`src/core/kms_pkg.sv`:
```
// Constants, types and register map of the keyboard and pointer serial ports.
// Assumes a single core clock; all link pins are sampled on that clock.
package kms_pkg;

   // Register byte addresses
   localparam logic [31:0] KMS_KEY_DATA_ADDR = 32'h0320_0004;
   localparam logic [31:0] KMS_KEY_CTL_ADDR = 32'h0320_0008;
   localparam logic [31:0] KMS_PTR_DATA_ADDR = 32'h0320_00a8;
   localparam logic [31:0] KMS_PTR_CTL_ADDR = 32'h0320_00ac;

   // Control write fields
   localparam int KMS_CTL_ENABLE = 3;
   localparam int KMS_CTL_FORCE_DATA = 1;
   localparam int KMS_CTL_FORCE_CLOCK = 0;

   // Status read fields
   localparam int KMS_ST_TX_EMPTY = 7;
   localparam int KMS_ST_TX_BUSY = 6;
   localparam int KMS_ST_RX_FULL = 5;
   localparam int KMS_ST_RX_BUSY = 4;
   localparam int KMS_ST_ENABLE = 3;
   localparam int KMS_ST_RX_PARITY = 2;
   localparam int KMS_ST_DATA_PIN = 1;
   localparam int KMS_ST_CLOCK_PIN = 0;

   // Reset values
   localparam logic [7:0] KMS_BYTE_RESET = 8'h00;
   localparam logic [7:0] KMS_UNMAPPED_READ = 8'h00;

   // Frame layout: data bits, then parity, then stop
   localparam logic [3:0] KMS_DATA_BITS = 4'h8;
   localparam logic [3:0] KMS_PARITY_SLOT = 4'h8;
   localparam logic [3:0] KMS_STOP_SLOT = 4'h9;
   localparam logic [3:0] KMS_TX_SLOTS = 4'ha;

   // Timing: clock rate and the clock-inhibit time before a request to send
   localparam int KMS_CLK_MHZ = 250;
   localparam int KMS_INHIBIT_US = 100;
   localparam int KMS_INHIBIT_CYC = KMS_INHIBIT_US * KMS_CLK_MHZ;
   localparam int KMS_TMR_W = 16;

   typedef enum logic [1:0] {
      KMS_TX_IDLE = 2'b00,
      KMS_TX_INHIBIT = 2'b01,
      KMS_TX_SEND = 2'b10
   } kms_tx_e;

   typedef struct packed {
      logic en;
      logic frc_clk;
      logic frc_dat;
      logic [2:0] clk_sy;
      logic [2:0] dat_sy;
      logic clk_lvl;
      logic dat_lvl;
      kms_tx_e tx_st;
      logic [KMS_TMR_W-1:0] tmr;
      logic [3:0] tx_cnt;
      logic [9:0] tx_sh;
      logic tx_bit;
      logic rx_busy;
      logic [3:0] rx_cnt;
      logic [7:0] rx_sh;
      logic [7:0] rx_data;
      logic rx_full;
      logic rx_par;
      logic clk_oe;
      logic dat_oe;
   } kms_chan_s;

   typedef struct packed {
      logic [7:0] rdata;
   } kms_top_s;

endpackage

```
`src/core/kms_serial_port.sv`:
```
// Keyboard and pointer two-wire serial ports with their register slave.
// Assumes open-drain link wires resolved outside; pins arrive asynchronously.
//
// Decided for this implementation: the address-and-strobe port.
`timescale 1ns/1ns

module kms_channel
   import kms_pkg::*;
#(
   parameter int INHIBIT_CYC = KMS_INHIBIT_CYC
) (
   input wire logic i_clk,
   input wire logic i_rst_b,
   input wire logic [7:0] i_wdata,
   input wire logic i_ctl_wr,
   input wire logic i_dat_wr,
   input wire logic i_dat_rd,
   input wire logic i_clk_pin,
   input wire logic i_dat_pin,
   output logic o_clk_pin,
   output logic o_clk_pin_oe,
   output logic o_dat_pin,
   output logic o_dat_pin_oe,
   output logic [7:0] o_status,
   output logic [7:0] o_rx_data,
   output logic o_tx_irq,
   output logic o_rx_irq
);

   localparam logic [KMS_TMR_W-1:0] INHIBIT_LOAD = KMS_TMR_W'(INHIBIT_CYC - 1);

   kms_chan_s state_q;
   kms_chan_s state_d;

   // A level is accepted only once the second and third stages agree
   function automatic logic agreed(input logic [2:0] sy, input logic cur);
      logic res;
      res = cur;
      if (sy[1] == sy[2]) begin
         res = sy[2];
      end
      return res;
   endfunction

   logic clk_new;
   logic dat_new;
   logic clk_fall;
   logic clk_rise;

   always_comb begin
      clk_new = agreed(state_q.clk_sy, state_q.clk_lvl);
      dat_new = agreed(state_q.dat_sy, state_q.dat_lvl);
      clk_fall = state_q.clk_lvl & ~clk_new;
      clk_rise = ~state_q.clk_lvl & clk_new;
   end

   always_comb begin
      state_d = state_q;
      state_d.clk_sy = {state_q.clk_sy[1:0], i_clk_pin};
      state_d.dat_sy = {state_q.dat_sy[1:0], i_dat_pin};
      state_d.clk_lvl = clk_new;
      state_d.dat_lvl = dat_new;

      // only enable and force bits are stored
      if (i_ctl_wr) begin
         state_d.en = i_wdata[KMS_CTL_ENABLE];
         state_d.frc_dat = i_wdata[KMS_CTL_FORCE_DATA];
         state_d.frc_clk = i_wdata[KMS_CTL_FORCE_CLOCK];
      end

      // reading the data clears the full flag
      if (i_dat_rd) begin
         state_d.rx_full = 1'b0;
      end

      case (state_q.tx_st)
         KMS_TX_IDLE: begin
            // a write while idle and enabled loads the frame; writes while busy are dropped
            if (i_dat_wr && state_q.en) begin
               // data first, then odd parity, then stop
               state_d.tx_sh = {1'b1, ~^i_wdata, i_wdata};
               state_d.tx_cnt = 4'h0;
               state_d.tmr = INHIBIT_LOAD;
               // Host send takes priority; a partly received frame is dropped
               state_d.rx_busy = 1'b0;
               state_d.tx_st = KMS_TX_INHIBIT;
            end
         end
         KMS_TX_INHIBIT: begin
            // hold clock low for the inhibit time
            if (state_q.tmr == '0) begin
               // release clock, data low as request to send
               state_d.tx_bit = 1'b0;
               state_d.tx_st = KMS_TX_SEND;
            end else begin
               state_d.tmr = state_q.tmr - 1'b1;
            end
         end
         KMS_TX_SEND: begin
            // next bit driven on each falling clock
            if (clk_fall && state_q.tx_cnt < KMS_TX_SLOTS) begin
               state_d.tx_bit = state_q.tx_sh[0];
               state_d.tx_sh = {1'b1, state_q.tx_sh[9:1]};
               state_d.tx_cnt = state_q.tx_cnt + 1'b1;
            end
            // done once the stop bit is clocked; no acknowledge check
            if (clk_rise && state_q.tx_cnt == KMS_TX_SLOTS) begin
               state_d.tx_bit = 1'b1;
               state_d.tx_st = KMS_TX_IDLE;
            end
         end
         default: begin
            state_d.tx_st = KMS_TX_IDLE;
         end
      endcase

      // receiver samples data on each falling clock while the transmitter is idle
      if (state_q.tx_st == KMS_TX_IDLE && state_d.tx_st == KMS_TX_IDLE && clk_fall) begin
         if (!state_q.rx_busy) begin
            // low data at a falling clock is a start bit
            if (!state_q.dat_lvl) begin
               state_d.rx_busy = 1'b1;
               state_d.rx_cnt = 4'h0;
            end
         end else begin
            state_d.rx_cnt = state_q.rx_cnt + 1'b1;
            if (state_q.rx_cnt < KMS_DATA_BITS) begin
               // first bit lands in the low end
               state_d.rx_sh = {state_q.dat_lvl, state_q.rx_sh[7:1]};
            end else if (state_q.rx_cnt == KMS_PARITY_SLOT) begin
               state_d.rx_par = state_q.dat_lvl;
            end else begin
               // stop bit completes the byte; set wins over a read clear
               state_d.rx_data = state_q.rx_sh;
               state_d.rx_full = 1'b1;
               state_d.rx_busy = 1'b0;
            end
         end
      end else if (state_q.rx_cnt > KMS_STOP_SLOT) begin
         state_d.rx_cnt = 4'h0;
      end

      // disabled machine is cleared and held
      if (!state_d.en) begin
         state_d.tx_st = KMS_TX_IDLE;
         state_d.tmr = '0;
         state_d.tx_cnt = 4'h0;
         state_d.tx_bit = 1'b1;
         state_d.rx_busy = 1'b0;
         state_d.rx_cnt = 4'h0;
         state_d.rx_full = 1'b0;
         // Byte and parity are dropped too, so a re-enable never reports stale data
         state_d.tx_sh = 10'h3ff;
         state_d.rx_sh = KMS_BYTE_RESET;
         state_d.rx_data = KMS_BYTE_RESET;
         state_d.rx_par = 1'b0;
      end

      // clock driven only by force or inhibit
      state_d.clk_oe = state_d.frc_clk | (state_d.tx_st == KMS_TX_INHIBIT);
      // data driven by force or a low frame bit
      state_d.dat_oe = state_d.frc_dat | ((state_d.tx_st == KMS_TX_SEND) & ~state_d.tx_bit);
   end

   always_ff @(posedge i_clk) begin
      if (!i_rst_b) begin
         state_q <= '{
            en: 1'b0,
            frc_clk: 1'b0,
            frc_dat: 1'b0,
            clk_sy: 3'h7,
            dat_sy: 3'h7,
            clk_lvl: 1'b1,
            dat_lvl: 1'b1,
            tx_st: KMS_TX_IDLE,
            tmr: '0,
            tx_cnt: 4'h0,
            tx_sh: 10'h3ff,
            tx_bit: 1'b1,
            rx_busy: 1'b0,
            rx_cnt: 4'h0,
            rx_sh: KMS_BYTE_RESET,
            rx_data: KMS_BYTE_RESET,
            rx_full: 1'b0,
            rx_par: 1'b0,
            clk_oe: 1'b0,
            dat_oe: 1'b0
         };
      end else begin
         state_q <= state_d;
      end
   end

   // open-drain pins only ever pull low
   assign o_clk_pin = 1'b0;
   assign o_dat_pin = 1'b0;
   assign o_clk_pin_oe = state_q.clk_oe;
   assign o_dat_pin_oe = state_q.dat_oe;
   assign o_rx_data = state_q.rx_data;

   always_comb begin
      o_status = KMS_BYTE_RESET;
      o_status[KMS_ST_TX_EMPTY] = state_q.en & (state_q.tx_st == KMS_TX_IDLE);
      o_status[KMS_ST_TX_BUSY] = state_q.tx_st != KMS_TX_IDLE;
      o_status[KMS_ST_RX_FULL] = state_q.rx_full;
      o_status[KMS_ST_RX_BUSY] = state_q.rx_busy;
      o_status[KMS_ST_ENABLE] = state_q.en;
      o_status[KMS_ST_RX_PARITY] = state_q.rx_par;
      o_status[KMS_ST_DATA_PIN] = state_q.dat_lvl;
      o_status[KMS_ST_CLOCK_PIN] = state_q.clk_lvl;
   end

   // transmit request follows the empty flag
   assign o_tx_irq = state_q.en & (state_q.tx_st == KMS_TX_IDLE);
   // receive request follows the full flag
   assign o_rx_irq = state_q.rx_full;

endmodule

module kms_serial_port
   import kms_pkg::*;
#(
   parameter int INHIBIT_CYC = KMS_INHIBIT_CYC
) (
   input wire logic i_clk,
   input wire logic i_rst_b,
   input wire logic [31:0] i_addr,
   input wire logic [7:0] i_wdata,
   input wire logic i_wr,
   input wire logic i_rd,
   output logic [7:0] o_rdata,
   input wire logic i_key_link_clock_pin,
   output logic o_key_link_clock_pin,
   output logic o_key_link_clock_pin_oe,
   input wire logic i_key_link_data_pin,
   output logic o_key_link_data_pin,
   output logic o_key_link_data_pin_oe,
   input wire logic i_pointer_link_clock_pin,
   output logic o_pointer_link_clock_pin,
   output logic o_pointer_link_clock_pin_oe,
   input wire logic i_pointer_link_data_pin,
   output logic o_pointer_link_data_pin,
   output logic o_pointer_link_data_pin_oe,
   output logic o_key_tx_irq,
   output logic o_key_rx_irq,
   output logic o_pointer_tx_irq,
   output logic o_pointer_rx_irq
);

   kms_top_s state_q;
   kms_top_s state_d;

   logic [7:0] key_status;
   logic [7:0] key_rx_data;
   logic [7:0] ptr_status;
   logic [7:0] ptr_rx_data;

   logic key_ctl_sel;
   logic key_dat_sel;
   logic ptr_ctl_sel;
   logic ptr_dat_sel;

   assign key_ctl_sel = i_addr == KMS_KEY_CTL_ADDR;
   assign key_dat_sel = i_addr == KMS_KEY_DATA_ADDR;
   assign ptr_ctl_sel = i_addr == KMS_PTR_CTL_ADDR;
   assign ptr_dat_sel = i_addr == KMS_PTR_DATA_ADDR;

   kms_channel #(
      .INHIBIT_CYC(INHIBIT_CYC)
   ) u_key (
      .i_clk(i_clk),
      .i_rst_b(i_rst_b),
      .i_wdata(i_wdata),
      .i_ctl_wr(i_wr & key_ctl_sel),
      .i_dat_wr(i_wr & key_dat_sel),
      .i_dat_rd(i_rd & key_dat_sel),
      .i_clk_pin(i_key_link_clock_pin),
      .i_dat_pin(i_key_link_data_pin),
      .o_clk_pin(o_key_link_clock_pin),
      .o_clk_pin_oe(o_key_link_clock_pin_oe),
      .o_dat_pin(o_key_link_data_pin),
      .o_dat_pin_oe(o_key_link_data_pin_oe),
      .o_status(key_status),
      .o_rx_data(key_rx_data),
      .o_tx_irq(o_key_tx_irq),
      .o_rx_irq(o_key_rx_irq)
   );

   kms_channel #(
      .INHIBIT_CYC(INHIBIT_CYC)
   ) u_ptr (
      .i_clk(i_clk),
      .i_rst_b(i_rst_b),
      .i_wdata(i_wdata),
      .i_ctl_wr(i_wr & ptr_ctl_sel),
      .i_dat_wr(i_wr & ptr_dat_sel),
      .i_dat_rd(i_rd & ptr_dat_sel),
      .i_clk_pin(i_pointer_link_clock_pin),
      .i_dat_pin(i_pointer_link_data_pin),
      .o_clk_pin(o_pointer_link_clock_pin),
      .o_clk_pin_oe(o_pointer_link_clock_pin_oe),
      .o_dat_pin(o_pointer_link_data_pin),
      .o_dat_pin_oe(o_pointer_link_data_pin_oe),
      .o_status(ptr_status),
      .o_rx_data(ptr_rx_data),
      .o_tx_irq(o_pointer_tx_irq),
      .o_rx_irq(o_pointer_rx_irq)
   );

   // Read data stands for exactly the cycle after the strobe
   always_comb begin
      state_d.rdata = KMS_UNMAPPED_READ;
      if (i_rd) begin
         if (key_ctl_sel) begin
            state_d.rdata = key_status;
         end else if (key_dat_sel) begin
            state_d.rdata = key_rx_data;
         end else if (ptr_ctl_sel) begin
            state_d.rdata = ptr_status;
         end else if (ptr_dat_sel) begin
            state_d.rdata = ptr_rx_data;
         end
      end
   end

   always_ff @(posedge i_clk) begin
      if (!i_rst_b) begin
         state_q <= '{rdata: KMS_UNMAPPED_READ};
      end else begin
         state_q <= state_d;
      end
   end

   assign o_rdata = state_q.rdata;

endmodule

```
`config.mk`:
```
export PLATFORM = sky130hd
export DESIGN_NAME = kms_serial_port
export DESIGN_NICKNAME = d
export VERILOG_FILES = /design/src/core/kms_pkg.sv /design/src/core/kms_serial_port.sv
export SDC_FILE = /design/constraint.sdc
export NUM_CORES = 1
export LEC_CHECK = 0
export ABC_AREA = 1
export BUFFER_PORTS_ARGS = -buffer_cell sky130_fd_sc_hd__buf_4
export CAP_MARGIN = 20
export CORE_MARGIN = 1
export CORE_UTILIZATION = 42
export CTS_CLUSTER_SIZE = 8
export DETAILED_ROUTE_END_ITERATION = 10
export GPL_TIMING_DRIVEN = 0
export SLEW_MARGIN = 20
export SYNTH_ARGS = -nofsm -noshare
export SYNTH_HDL_FRONTEND = slang
export SYNTH_SLANG_ARGS = --single-unit
```
`constraint.sdc`:
```
create_clock -name i_clk -period 3.7 [get_ports i_clk]
set_input_delay 0.185 -clock i_clk [delete_from_list [all_inputs] [get_ports i_clk]]
set_output_delay 0.185 -clock i_clk [all_outputs]
set_load 0.005 [all_outputs]
```
==> impl_metrics.csv <==
group,metric,value,unit
run_status,status,"completed",
worst_setup_path,arrival,2.57,ns
layout,utilization,50.94,%
sta,rsz0062_at_grt,"false",
clocking,path_clk_slew,0.06,ns
clocking,clock_latency,0.44,ns
layout,nets,1255,
floorplan,die_h,137.2,um
pwr,irDropWorstVdd,325.1,uV
sta,hold_violations,0,
hold_path,hp-class,"input port to flip-flop",
worst_setup_path,startpoint_type,"flip-flop",
logic_synthesis,synth-edff-count,0,
layout,multi_input_area,4043,um2
layout,seq_area,2923,um2
flow_run,drv_cap,0,
sta,setup_viol,0,
routing,vias,7045,
worst_setup_path,worstPathRequired,4.02,ns
logic_synthesis,ys_types,62,
layout,layout_commonest_cell,"nor2_1",
clocking,cts_buffers,17,
place,portBuffers,63,
worst_setup_path,cp_max_fo,10,
worst_setup_path,path_class,"flip-flop to flip-flop",
floorplan,num_rows,49,
logic_synthesis,synth_top_cell_by_area,"dfxtp_1",
logic_synthesis,ys_warn_count,0,
pwr,leakagePower,3.896,nW
hold_path,worstHoldStart,"i_wdata[0]",
layout,final_cell_mix,"nor2_1 (201), nand2_1 (182), dfxtp_1 (146)",
logic_synthesis,async_flop_share,0,%
global_routing,antenna_found_initial,0,
clocking,postCtsResizedCells,0,
floorplan,dieArea,18820,um2
sta,worst_pin_slew,0.7324,ns
global_routing,grt_max_degree,17,
sta,fin_skew,0.01049,ns
sta,min_period,2.250,ns
clocking,clockBufferDepth,2,
routing,first_iter_violations,446,
pwr,powerDensity,394.0,nW/um2
sta,holdWs,0.1449,ns
sta,period_share,60.81,%
place,place_ws,1.445,ns
place,place.gp.congestion,0.8235,
logic_synthesis,synth.avg_cell_area,7.003,um2
layout,drive_gt1_share,15.43,%
global_routing,grt_pass1_vias,6566,
worst_setup_path,cp-startpoint,"u_ptr.state_q[57]",
logic_synthesis,seq_area_frac_synth,38.08,%
routing,wire_per_inst,12.87,um
routing,antenna_left,0,
routing,wl,18380,um
clocking,htreeDepth,4,
clocking,clock_sinks,146,
floorplan,io_pins,68,
floorplan,start_util,42.72,%
sta,setup_slack,1.450,ns
sta,setup_tns,0,ns
logic_synthesis,synth_top_area_share,38.08,%
floorplan,fp.coreArea,17960,um2
clocking,cts_tree,"yes",
global_routing,grt_first_pass_wirelength,30930,um
sta,fmax,444.4,MHz
place,dp_hpwl,13660,um
routing,drc,0,
logic_synthesis,synth_cells,1096,
logic_synthesis,ys_ff_latch,146,
layout,fillers,1811,
logic_synthesis,synthFlopType,"dfxtp_1",
clocking,ctsRootBufferMaster,"clkbuf_16",
global_routing,grt-ovfl-total,0,
global_routing,globalRouteTotalUtil,21.11,%
sta,slew_violations,0,
floorplan,die_w,137.2,um
sta,relSlewSlack,50.80,%
logic_synthesis,synth.area.top_cells,"dfxtp_1 (38%), nor2_1 (9.8%), nand2_1 (8.9%), inv_1 (6.5%), nand3_1 (5.7%)",
pwr,totalPowerFinal,0.003605,W
layout,syn_to_final_growth,19.22,%
logic_synthesis,mappedNetlistArea,7675,um2
routing,viasPerCell,4.933,
layout,antenna_cells,0,
routing,drt-pass1-iter-count,5,
worst_setup_path,r2r_start,"u_ptr.state_q[57]",
worst_setup_path,setup.worst_path.end_class,"flip-flop",
[stage by stage]
stage / cells / area, um2
after CTS: 1428 / 9150
after floorplan: 1099 / 7686
final: 1428 / 9150
after detailed placement: 1391 / 8446
after global routing: 1428 / 9150
after global placement: 1391 / 8446
[synthesized netlist by cell type, types with 9 or more instances]
cell      number
a21oi_1       58
clkbuf_1       9
dfxtp_1      146
ha_1          21
inv_1        133
inv_2         13
nand2_1      182
nand2_2       10
nand3_1       87
nand4_1       14
nor2_1       201
nor2_4         9
nor3_1        18
o21ai_0       51
o21ai_1       10
o22ai_1        9
or2_2         13
xnor2_1       10
xor2_1        11
[critical path, stage by stage, from the launching register on]
cell and delay (ns):
dfxtp_1 0.33, inv_1 0.10, ha_1 0.33, inv_1 0.11
nor3_1 0.51, nand3_4 0.26, nor2_4 0.17, buf_6 0.15
nand3_1 0.08, nand2_1 0.09, nor2_1 0.04
[cell type report]
cell class | count | area share, %
Buffer | 28 | 1.750
Clock buffer | 17 | 4.649
Clock inverter | 15 | 2.502
Inverter | 149 | 6.126
Multi-Input combinational cell | 776 | 44.18
Sequential cell | 146 | 31.94
Tap cell | 229 | 3.131
Timing Repair Buffer | 68 | 5.716
[per-layer routing]
layer | GRT usage (%) | wire, um
met1 | 28.51 | 8988
met2 | 32.86 | 8219
met3 | 5.114 | 859
met4 | 6.960 | 308
met5 | 0 | 0
[worst paths after layout]
kind,cells after the start,slack [ns],to
setup / recovery,10,1.45,u_ptr.o_rx_data[2]
hold / removal,3,0.14,u_ptr.state_q[67]
setup reg to reg,10,1.45,u_ptr.o_rx_data[2]
hold reg to reg,1,0.41,u_key.state_d[62]
[where the power goes]
part           internal (W)  switching, W  leakage [nW]
sequential          0.00158    0.00000330          1.18
combinational     0.0000577     0.0000482          2.40
clock               0.00120      0.000716         0.318
total               0.00284      0.000768          3.90
[registers in the layout, indices dropped and copies added (netlist names)]
register            flops
u_key.o_rx_irq          1
u_ptr.state_d           4
u_key.o_rx_data         8
u_ptr.o_dat_pin_oe      1
u_ptr.o_clk_pin_oe      1
u_key.o_clk_pin_oe      1
u_key.state_d           4
u_key.o_status          5
o_rdata                 8
u_ptr.state_q          49
u_ptr.o_status          5
u_key.state_q          49
u_key.o_dat_pin_oe      1
u_ptr.o_rx_irq          1
u_ptr.o_rx_data         8
[cells by family after synthesis]
family / share of synthesized area [%]
and+or+nand+nor: 34.09
buffers and inverters: 9.390
AOI/OAI and AO/OA: 12.28
DFF: 38.08
adders and majority gates: 3.424
xor gates and xnor gates: 2.396
muxes: 0.2934
other: 0.04886
[timing repair]
action,in CTS,in global routing
hold buffers,5,0
endpoints found under the hold margin,6,0
setup buffers,0,0
Note: power is estimated with default switching activity, not from simulation.
